==> config.mk <==
export PLATFORM = sky130hd
export DESIGN_NAME = power_mode_clock_control
export DESIGN_NICKNAME = d
export VERILOG_FILES = /design/src/core/pmc_pkg.sv /design/src/core/clock_prediv.sv /design/src/core/wake_detect.sv /design/src/core/power_mode_clock_control.sv
export SDC_FILE = /design/constraint.sdc
export NUM_CORES = 1
export LEC_CHECK = 0
export BUFFER_PORTS_ARGS = -buffer_cell sky130_fd_sc_hd__buf_2
export CORE_MARGIN = 2
export CORE_UTILIZATION = 45
export CTS_BUF_LIST = sky130_fd_sc_hd__clkbuf_4
export CTS_CLUSTER_DIAMETER = 30
export DETAILED_ROUTE_END_ITERATION = 12
export PLACE_DENSITY_LB_ADDON = 0.25
export SYNTH_ARGS = -nofsm -noshare
export SYNTH_HDL_FRONTEND = slang
export SYNTH_SLANG_ARGS = --single-unit
==> constraint.sdc <==
create_clock -name mclk_in -period 3.25 [get_ports mclk_in]
set_input_delay 0.65 -clock mclk_in [delete_from_list [all_inputs] [get_ports mclk_in]]
set_output_delay 0.65 -clock mclk_in [all_outputs]
set_load 0.05 [all_outputs]
==> src/core/pmc_pkg.sv <==
// Constants, register map and mode type for the power-mode clock controller
package pmc_pkg;

  // Special-function register addresses
  localparam logic [7:0] ADDR_POWER_CONTROL = 8'h87;
  localparam logic [7:0] ADDR_CLOCK_SELECT = 8'h8f;
  localparam logic [7:0] ADDR_WAKE_MASK = 8'h9f;
  localparam logic [7:0] ADDR_POWER_MANAGE = 8'hc4;
  localparam logic [7:0] ADDR_TIMED_ACCESS = 8'hc9;

  // Values after reset
  localparam logic [7:0] CLOCK_SELECT_RST = 8'h98;
  localparam logic [7:0] WAKE_MASK_RST = 8'hff;
  localparam logic [7:0] POWER_MANAGE_RST = 8'h40;
  localparam logic [2:0] POWER_CONTROL_RST = 3'h0;

  // Field positions
  localparam int PC_SLEEP_BIT = 2;
  localparam int PC_STOP_BIT = 1;
  localparam int PC_IDLE_BIT = 0;
  localparam int PM_CTRL_HI_BIT = 7;
  localparam int PM_CTRL_LO_BIT = 6;
  localparam int PM_SWITCH_BACK_BIT = 5;
  localparam int CS_PREDIV_LSB = 4;
  localparam int CS_SETTLE_LSB = 2;

  // Timed-access window keys
  localparam logic [7:0] TA_KEY_FIRST = 8'haa;
  localparam logic [7:0] TA_KEY_SECOND = 8'h55;
  localparam logic [7:0] TA_KEY_CLOSE = 8'h00;
  localparam logic [8:0] TA_WINDOW_CYCLES = 9'h100;

  // Regulator settling: base count, doubled per selection step
  localparam logic [9:0] SETTLE_BASE_CYCLES = 10'h040;

  // Wake sources: pin0, pin1, lines 2, 3, 4, 7, 8
  localparam int WAKE_SRC = 7;
  localparam logic [6:0] WAKE_ACTIVE_LOW = 7'h03;

  typedef enum logic [2:0] {
    MODE_RUN,
    MODE_IDLE,
    MODE_STOP,
    MODE_SLEEP,
    MODE_SETTLE
  } pmode_t;

  // System clock ratio for each pre-divider code
  function automatic logic [10:0] prediv_ratio(input logic [3:0] code);
    logic [10:0] r;
    r = 11'h001;
    if (code == 4'h0) begin
      r = 11'h001;
    end else if (code <= 4'h7) begin
      r = {6'h00, code, 1'b0};
    end else if (code == 4'h8) begin
      r = 11'h00f;
    end else begin
      r = 11'h010 << (code - 4'h9);
    end
    return r;
  endfunction

endpackage

==> src/core/clock_prediv.sv <==
// Internal oscillator pre-divider producing the system clock enable
module clock_prediv (
  input wire logic mclk_in,
  input wire logic nrst_in,
  input wire logic run_in,
  input wire logic [3:0] prediv_in,
  output logic sys_en_out
);

  logic [10:0] count_reg;
  logic [10:0] ratio_reg;
  logic wrap;

  assign wrap = (count_reg + 11'h001) >= ratio_reg;

  // Ratio reloads only at a period boundary or while stopped, so no pulse is cut short
  always_ff @(posedge mclk_in) begin
    if (!nrst_in) begin
      count_reg <= 11'h000;
      ratio_reg <= pmc_pkg::prediv_ratio(pmc_pkg::CLOCK_SELECT_RST[7:4]);
      sys_en_out <= 1'b0;
    end else if (!run_in) begin
      count_reg <= 11'h000;
      ratio_reg <= pmc_pkg::prediv_ratio(prediv_in);
      sys_en_out <= 1'b0;
    end else if (wrap) begin
      count_reg <= 11'h000;
      ratio_reg <= pmc_pkg::prediv_ratio(prediv_in);
      sys_en_out <= 1'b1;
    end else begin
      count_reg <= count_reg + 11'h001;
      sys_en_out <= 1'b0;
    end
  end

endmodule

==> src/core/wake_detect.sv <==
// Synchronises wake sources and turns their active edge into a pulse
module wake_detect #(
  parameter int N = pmc_pkg::WAKE_SRC,
  parameter logic [6:0] ACTIVE_LOW = pmc_pkg::WAKE_ACTIVE_LOW
) (
  input wire logic mclk_in,
  input wire logic nrst_in,
  input wire logic [N-1:0] src_in,
  output logic [N-1:0] edge_out
);

  genvar i;
  generate
    for (i = 0; i < N; i++) begin : g_src
      logic meta_reg;
      logic sync_reg;
      logic prev_reg;
      logic active;
      assign active = ACTIVE_LOW[i] ? ~sync_reg : sync_reg;
      always_ff @(posedge mclk_in) begin
        if (!nrst_in) begin
          meta_reg <= ACTIVE_LOW[i];
          sync_reg <= ACTIVE_LOW[i];
          prev_reg <= 1'b0;
          edge_out[i] <= 1'b0;
        end else begin
          meta_reg <= src_in[i];
          sync_reg <= meta_reg;
          prev_reg <= active;
          // Edge even for level-set interrupts
          edge_out[i] <= active & ~prev_reg;
        end
      end
    end
  endgenerate

endmodule

==> src/core/power_mode_clock_control.sv <==
// Power-mode sequencer, clock selection and wake gating with its registers
// Notes on behaviour
// - Sleep and stop bits both set: gate CPU and peripheral clocks, enter Sleep.
// - Leaving Sleep clears sleep and stop bits in hardware.
// - Sleep also turns regulator off; wake waits regulator settling.
// - Stop bit alone set: CPU and peripheral clocks stop, Stop mode.
// - Stop ends only on reset, a pin or a clock-free interrupt.
// - Stop bit cleared automatically on Stop exit.
// - Idle stops CPU clock, resets core peripherals, outer clocks keep running.
// - Idle exits on enabled interrupts or switch-back activity; idle bit cleared by hardware then.
// - Upper divider control bit always reads zero; no reduced speed.
// - Writable switch-back bit; peripheral activity then returns to normal.
// - Four-bit pre-divider selects system clock ratio from oscillator.
// - Two-bit field selects 64, 128, 256 or 512 settling cycles.
// - Clock selection writes only accepted while timed window open.
// - Wake-mask bit per source allows Stop wake; all reset enabled.
// - Enabled wake source restarts oscillator and system clock.
// - Wake detection always acts on the signal edge.
// - Stop and Sleep wake independent of interrupt enable; disabled source skips vectoring.
// - In Stop only pins and clock-free sources may wake.
// - Idle exits on enabled external or OR-ed peripheral interrupts.
// - On Idle exit by an interrupt the CPU vectors at once to the waking routine.
// - During Idle no CPU processing; core peripherals inaccessible.
// - Unlock sequence opens protected writes for 256 clock periods.
// - Pins wake on falling edge, peripheral flags on rising edge.
module power_mode_clock_control (
  input wire logic mclk_in,
  input wire logic nrst_in,
  input wire logic [7:0] sfr_addr_in,
  input wire logic [7:0] sfr_wdata_in,
  input wire logic sfr_wr_in,
  input wire logic sfr_rd_in,
  input wire logic [1:0] ext_pin_n_in,
  input wire logic [4:0] clockfree_irq_in,
  input wire logic [6:0] irq_enable_in,
  input wire logic periph_irq_in,
  input wire logic periph_activity_in,
  output logic [7:0] sfr_rdata_out,
  output logic sys_clk_en_out,
  output logic cpu_clk_en_out,
  output logic periph_clk_en_out,
  output logic core_periph_rst_out,
  output logic core_access_block_out,
  output logic osc_on_out,
  output logic regulator_on_out,
  output logic cpu_hold_out,
  output logic vector_req_out,
  output logic [6:0] wake_src_out,
  output logic window_open_out
);

  pmc_pkg::pmode_t mode_reg;
  pmc_pkg::pmode_t mode_next;
  logic [2:0] power_control_reg;
  logic [7:0] clock_select_reg;
  logic [7:0] wake_mask_reg;
  logic ctrl_lo_reg;
  logic switch_back_reg;
  logic key_seen_reg;
  logic [8:0] window_cnt_reg;
  logic [9:0] settle_cnt_reg;
  logic [9:0] settle_cnt_next;
  logic [6:0] pending_src_reg;
  logic [6:0] pending_src_next;
  logic sys_en;
  logic [6:0] wake_edge;

  // Address decode
  logic wr_power_control, wr_csel, wr_wmask, wr_pmr, wr_ta;
  assign wr_power_control = sfr_wr_in && (sfr_addr_in == pmc_pkg::ADDR_POWER_CONTROL);
  assign wr_csel = sfr_wr_in && (sfr_addr_in == pmc_pkg::ADDR_CLOCK_SELECT);
  assign wr_wmask = sfr_wr_in && (sfr_addr_in == pmc_pkg::ADDR_WAKE_MASK);
  assign wr_pmr = sfr_wr_in && (sfr_addr_in == pmc_pkg::ADDR_POWER_MANAGE);
  assign wr_ta = sfr_wr_in && (sfr_addr_in == pmc_pkg::ADDR_TIMED_ACCESS);

  logic window_open;
  assign window_open = (window_cnt_reg != 9'h000);

  // Protected writes need an open window
  logic csel_we, wmask_we;
  assign csel_we = wr_csel && window_open;
  assign wmask_we = wr_wmask && window_open;

  // Wake source enables: pins 0..1 and lines 2,3,4 then 7,8
  logic [6:0] wake_en;
  assign wake_en = {wake_mask_reg[7:6], wake_mask_reg[4:0]};

  // Stop and Sleep wake: mask only, never the clocked peripheral request
  logic [6:0] stop_hit;
  logic stop_wake;
  assign stop_hit = wake_edge & wake_en;
  assign stop_wake = |stop_hit;

  // Idle wake: enabled interrupts, with peripheral requests OR-ed in
  logic [6:0] idle_hit;
  logic idle_wake;
  assign idle_hit = wake_edge & irq_enable_in;
  assign idle_wake = (|idle_hit) || periph_irq_in ||
                     (switch_back_reg && periph_activity_in);

  logic [9:0] settle_load;
  assign settle_load = pmc_pkg::SETTLE_BASE_CYCLES <<
                       clock_select_reg[pmc_pkg::CS_SETTLE_LSB +: 2];

  logic osc_run;
  assign osc_run = (mode_reg != pmc_pkg::MODE_STOP) && (mode_reg != pmc_pkg::MODE_SLEEP);

  always_comb begin
    mode_next = mode_reg;
    settle_cnt_next = settle_cnt_reg;
    pending_src_next = pending_src_reg;
    unique case (mode_reg)
      pmc_pkg::MODE_RUN: begin
        pending_src_next = 7'h00;
        if (wr_power_control && sfr_wdata_in[pmc_pkg::PC_STOP_BIT]) begin
          if (sfr_wdata_in[pmc_pkg::PC_SLEEP_BIT]) begin
            mode_next = pmc_pkg::MODE_SLEEP;
          end else begin
            mode_next = pmc_pkg::MODE_STOP;
          end
        end else if (wr_power_control && sfr_wdata_in[pmc_pkg::PC_IDLE_BIT]) begin
          mode_next = pmc_pkg::MODE_IDLE;
        end
      end
      pmc_pkg::MODE_IDLE: begin
        if (idle_wake) begin
          mode_next = pmc_pkg::MODE_RUN;
          pending_src_next = idle_hit;
        end
      end
      pmc_pkg::MODE_STOP: begin
        if (stop_wake) begin
          mode_next = pmc_pkg::MODE_RUN;
          pending_src_next = stop_hit;
        end
      end
      pmc_pkg::MODE_SLEEP: begin
        if (stop_wake) begin
          mode_next = pmc_pkg::MODE_SETTLE;
          settle_cnt_next = settle_load;
          pending_src_next = stop_hit;
        end
      end
      pmc_pkg::MODE_SETTLE: begin
        settle_cnt_next = settle_cnt_reg - 10'h001;
        if (settle_cnt_reg <= 10'h001) begin
          mode_next = pmc_pkg::MODE_RUN;
        end
      end
      default: begin
        mode_next = pmc_pkg::MODE_SETTLE;
      end
    endcase
  end

  logic exiting;
  assign exiting = (mode_reg != pmc_pkg::MODE_RUN) && (mode_next == pmc_pkg::MODE_RUN);

  always_ff @(posedge mclk_in) begin
    if (!nrst_in) begin
      mode_reg <= pmc_pkg::MODE_SETTLE;
      settle_cnt_reg <= pmc_pkg::SETTLE_BASE_CYCLES << pmc_pkg::CLOCK_SELECT_RST[3:2];
      pending_src_reg <= 7'h00;
    end else begin
      mode_reg <= mode_next;
      settle_cnt_reg <= settle_cnt_next;
      pending_src_reg <= pending_src_next;
    end
  end

  // Mode bits follow the sequencer; hardware clears them on any exit
  always_ff @(posedge mclk_in) begin
    if (!nrst_in) begin
      power_control_reg <= pmc_pkg::POWER_CONTROL_RST;
    end else if (mode_next == pmc_pkg::MODE_RUN || mode_next == pmc_pkg::MODE_SETTLE) begin
      power_control_reg <= 3'h0;
    end else if (wr_power_control && mode_reg == pmc_pkg::MODE_RUN) begin
      power_control_reg <= sfr_wdata_in[2:0];
    end
  end

  always_ff @(posedge mclk_in) begin
    if (!nrst_in) begin
      clock_select_reg <= pmc_pkg::CLOCK_SELECT_RST;
      wake_mask_reg <= pmc_pkg::WAKE_MASK_RST;
      ctrl_lo_reg <= pmc_pkg::POWER_MANAGE_RST[pmc_pkg::PM_CTRL_LO_BIT];
      switch_back_reg <= pmc_pkg::POWER_MANAGE_RST[pmc_pkg::PM_SWITCH_BACK_BIT];
    end else begin
      if (csel_we) begin
        clock_select_reg <= {sfr_wdata_in[7:2], 2'b00};
      end
      if (wmask_we) begin
        wake_mask_reg <= sfr_wdata_in;
      end
      if (wr_pmr) begin
        ctrl_lo_reg <= sfr_wdata_in[pmc_pkg::PM_CTRL_LO_BIT];
        switch_back_reg <= sfr_wdata_in[pmc_pkg::PM_SWITCH_BACK_BIT];
      end
    end
  end

  // Window counts system clock periods; a repeated unlock restarts it
  always_ff @(posedge mclk_in) begin
    if (!nrst_in) begin
      key_seen_reg <= 1'b0;
      window_cnt_reg <= 9'h000;
    end else if (wr_ta) begin
      key_seen_reg <= (sfr_wdata_in == pmc_pkg::TA_KEY_FIRST);
      if (sfr_wdata_in == pmc_pkg::TA_KEY_CLOSE) begin
        window_cnt_reg <= 9'h000;
      end else if (key_seen_reg && sfr_wdata_in == pmc_pkg::TA_KEY_SECOND) begin
        window_cnt_reg <= pmc_pkg::TA_WINDOW_CYCLES;
      end
    end else if (window_open && sys_en) begin
      window_cnt_reg <= window_cnt_reg - 9'h001;
    end
  end

  // Read mux; write-only power control reads zero
  logic [7:0] rd_mux;
  assign rd_mux =
    (sfr_addr_in == pmc_pkg::ADDR_CLOCK_SELECT) ? clock_select_reg :
    (sfr_addr_in == pmc_pkg::ADDR_WAKE_MASK) ? wake_mask_reg :
    (sfr_addr_in == pmc_pkg::ADDR_POWER_MANAGE) ?
      {1'b0, ctrl_lo_reg, switch_back_reg, 5'h00} :
    (sfr_addr_in == pmc_pkg::ADDR_TIMED_ACCESS) ? {7'h00, window_open} :
    8'h00;

  logic run_now, idle_now;
  assign run_now = (mode_next == pmc_pkg::MODE_RUN);
  assign idle_now = (mode_next == pmc_pkg::MODE_IDLE);

  always_ff @(posedge mclk_in) begin
    if (!nrst_in) begin
      sfr_rdata_out <= 8'h00;
      sys_clk_en_out <= 1'b0;
      cpu_clk_en_out <= 1'b0;
      periph_clk_en_out <= 1'b0;
      core_periph_rst_out <= 1'b0;
      core_access_block_out <= 1'b0;
      osc_on_out <= 1'b1;
      regulator_on_out <= 1'b1;
      cpu_hold_out <= 1'b1;
      vector_req_out <= 1'b0;
      wake_src_out <= 7'h00;
      window_open_out <= 1'b0;
    end else begin
      sfr_rdata_out <= sfr_rd_in ? rd_mux : sfr_rdata_out;
      sys_clk_en_out <= sys_en;
      cpu_clk_en_out <= sys_en && run_now;
      periph_clk_en_out <= sys_en && (run_now || idle_now);
      core_periph_rst_out <= idle_now;
      core_access_block_out <= idle_now;
      osc_on_out <= osc_run;
      regulator_on_out <= (mode_next != pmc_pkg::MODE_SLEEP);
      cpu_hold_out <= !run_now && !idle_now && (mode_next == pmc_pkg::MODE_SETTLE);
      // Vector only if the waking source is enabled
      vector_req_out <= exiting && ((|(pending_src_next & irq_enable_in)) ||
                        (mode_reg == pmc_pkg::MODE_IDLE && periph_irq_in));
      wake_src_out <= exiting ? pending_src_next : wake_src_out;
      window_open_out <= window_open;
    end
  end

  clock_prediv i_clock_prediv (
    .mclk_in(mclk_in),
    .nrst_in(nrst_in),
    .run_in(osc_run),
    .prediv_in(clock_select_reg[pmc_pkg::CS_PREDIV_LSB +: 4]),
    .sys_en_out(sys_en)
  );

  wake_detect i_wake_detect (
    .mclk_in(mclk_in),
    .nrst_in(nrst_in),
    .src_in({clockfree_irq_in, ext_pin_n_in}),
    .edge_out(wake_edge)
  );
endmodule

==> results.yml <==
floorplan:
  die_w_um: 112.6
  core_area_sq_mm: 0.01147
  initial_utilization: 0.4627
  ioPinCount: 61
  die_h_um: 112.6
  row_count: 39
  fp.dieArea_sq_mm: 0.01268
critical_path:
  regToRegStartpoint: "i_clock_prediv.count_reg[0]"
  crit_start: "i_clock_prediv.count_reg[0]"
  crit_fanout: 13
  startpoint_type: "flip-flop"
  cp.required_ns: 3.69
  rr_endpoint: "i_clock_prediv.ratio_reg[9]"
  reg2reg_depth: 10
  r2r_setup_slack_ns: 0.43
  path_class: "flip-flop to flip-flop"
  worstPathArrival_ns: 3.26
  worst_setup_path_end_kind: "flip-flop"
  crit_end: "i_clock_prediv.ratio_reg[9]"
synthesis:
  ys_seq_area_frac: 0.4565
  synth_edf_count: 0
  ys_async_sr_fraction: 0
  ys_seq_elements: 121
  synthTopCellsByArea: "dfxtp_1 46%, nor2_1 4.0%, ha_1 3.8%"
  synth.distinct_cells: 60
  syn-num-nets: 632
  yosysTopAreaCell: "dfxtp_1"
  synth_top_area_frac: 0.4565
  syn_area_per_cell_sq_um: 9.149
  syn_inst: 580
  synth_ff_type: "dfxtp_1"
  synth_area_sq_mm: 0.005306
  synth_warnings: 0
global_route:
  overflow: 0
  grt_pass1_vias: 4156
  grt_pass1_wl_mm: 20.26
  use_met1: 0.2601
  use_met3: 0.05616
  grt.busiest_layer: "met2"
  antenna_found_initial: 1
  grt.total_usage: 0.2041
  grt_start_max_net_pins: 38
  use_met2: 0.3238
clock_tree:
  cts_made_buffers: 17
  htree_levels: 4
  clk_pin_slew_worst_paths_ns: 0.11
  root_buffer: "clkbuf_4"
  ctsLongestPathBuffers: 2
  insertion_delay_ns: 0.53
  cts.sinks: 121
  cts_tree: "done"
route:
  viasPerCell: 5.540
  drt_iter0_drc: 341
  avgRoutedWirePerCell_um: 15.62
  dr_total_vias: 4410
  route.detailed.drc: 0
  ant_nets: 0
  routed_wl_mm: 12.43
  drtPass1Iterations: 7
pwr:
  finalPower_mw: 3.160
  share_comb_of_total_power: 0.185
  seq_power_share: 0.524
  p_sw_mw: 0.9752
  ir_drop_mv: 0.3093
  clkPwrFrac: 0.291
  internal_power_mw: 2.185
  leakage_nw: 2.447
  switching_share: 0.3086
  power.density_mw_per_mm2: 530.3
final_layout:
  fin_nets: 691
  final_cell_area_sq_mm: 0.005958
  final_util: 0.5196
  final_layout_size_suffix_gt1_frac: 0.1764
  nFillCells: 1059
  area_growth_pct: 12.28
timing:
  worst_slew_pin_slew_ns: 0.7324
  hold_violations: 0
  slew_headroom: 0.5073
  final.period_utilization: 0.8670
  fmax_mhz: 354.9
  finalSetupViolCount: 0
  rsz0062_at_grt: "false"
  slew_viol_final: 0
  final.setup.worst_slack_ns: 0.4322
  tns_ns: 0
  min_period_ns: 2.818
  finClkSkew_ns: 0.01878
placed_design:
  place.gp.congestion: 0.9458
  numPortBuffers: 60
  dpl_cell_area_sq_mm: 0.005714
  dp_worst_setup_slack_ns: 0.2343
  dp_hpwl_mm: 9.126
min_path:
  hp-class: "input pin to flip-flop"
outcome:
  status: "finished clean"
job:
  cap_violations: 0
per-stage QoR:
step | std cells | hold WS [ns]
2_1_floorplan | 580 | 0.3673
3_3_place_gp | 763 | 0.3722
3_5_place_dp | 763 | 0.3711
4_1_cts | 795 | 0.2553
5_1_grt | 796 | 0.2478
6_report | 796 | 0.3017
power by group through the flow:
stage	registers (mW)	clock network (mW)	logic (mW)
floorplan	1.69	0	0.450
global placement	1.68	0	0.573
detailed placement	1.69	0	0.583
CTS	1.65	0.943	0.584
global route	1.67	1.01	0.652
finish	1.65	0.919	0.586
how the worst min path moves through the flow:
stage | startpoint | endpoint | slack (ns) | cells past startpoint
after floorplan | i_wake_detect.g_src[0].prev_reg | i_wake_detect.edge_out[0] | 0.37 | 1
after global placement | i_wake_detect.g_src[2].prev_reg | i_wake_detect.edge_out[2] | 0.37 | 1
after detailed placement | i_wake_detect.g_src[4].prev_reg | i_wake_detect.edge_out[4] | 0.37 | 1
after CTS | ext_pin_n_in[0] | i_wake_detect.g_src[0].meta_reg | 0.26 | 2
after global routing | ext_pin_n_in[0] | i_wake_detect.g_src[0].meta_reg | 0.25 | 2
final | ext_pin_n_in[0] | i_wake_detect.g_src[0].meta_reg | 0.30 | 2
cell type report:
cell class / count / area (sq um) / area share
multi-input cells: 408 / 2681 / 0.4500
flip-flops and latches: 121 / 2422 / 0.4066
repair buffers: 66 / 345.3 / 0.05796
well taps: 143 / 178.9 / 0.03003
clock buffers: 20 / 150.1 / 0.02520
inverters: 25 / 93.84 / 0.01575
clock inverters: 12 / 83.83 / 0.01407
diodes: 1 / 2.502 / 0.0004200
cells in the mapped netlist, types with 7 or more instances:
| cell | count |
|---|---|
| a211oi_1 | 8 |
| and3_1 | 8 |
| nor2b_1 | 20 |
| nand3_1 | 23 |
| nor2_1 | 57 |
| nand4_1 | 8 |
| ha_1 | 16 |
| xnor2_1 | 9 |
| a22oi_1 | 10 |
| mux2i_1 | 18 |
| a21oi_1 | 22 |
| o21ai_0 | 20 |
| mux2_4 | 7 |
| nand2b_1 | 11 |
| nand2_1 | 43 |
| and2_1 | 25 |
| clkbuf_1 | 15 |
| xor2_1 | 7 |
| inv_1 | 25 |
| nor3_1 | 21 |
| a22o_1 | 7 |
| dfxtp_1 | 121 |
layer usage:
metal  part of all wire  wire, um  up-vias
met5                  0         0        -
met2               0.45      5607      164
met1               0.46      5687     2034
li1                   -         -     2183
met4              0.028       342        0
met3              0.064       797       29
cells in the final DEF (no fill, tap or decap), types with 8 or more instances in the layout:
master and n:
nand2_1 43, buf_2 60, ha_1 16, o21ai_0 20
and3_1 8, inv_1 25, mux2i_1 18, xnor2_1 9
nor2_1 56, clkbuf_4 20, a21oi_1 22, nand4_1 8
nor2b_1 20, nand2b_1 11, dfxtp_1 121, and2_1 25
nor3_1 21, nand3_1 23, a22oi_1 10
what timing repair did:
item / in CTS / in global routing
setup buffers: 0 / 0
resized for setup: 0 / 2
endpoints found under the hold margin: 0 / 0
endpoints found under the setup margin: 0 / 11
hold buffers: 0 / 0
critical path, stage by stage (launching register included):
cell and delay, ns:
dfxtp_1 0.45, ha_1 0.28, nand2_1 0.11, xnor2_1 0.19, ha_1 0.27, a2111oi_0 0.36
o21ai_0 0.20, a211oi_2 0.31, nor2_2 0.22, mux2i_1 0.17, and2_1 0.17
cells by family (layout without fill, tap and decap cells):
| group | Yosys count | count (layout) | share of synthesized area |
|---|---|---|---|
| AOI/OAI and AO/OA | 107 | 107 | 0.1431 |
| xor gates and xnor gates | 16 | 16 | 0.02641 |
| DFF | 121 | 121 | 0.4565 |
| and+or+nand+nor | 243 | 243 | 0.2407 |
| adders and majority gates | 16 | 16 | 0.03773 |
| other | 0 | 1 | 0 |
| buffers and inverters | 51 | 123 | 0.03961 |
| muxes | 26 | 26 | 0.05588 |
Note: power is estimated with default switching activity, not from simulation.
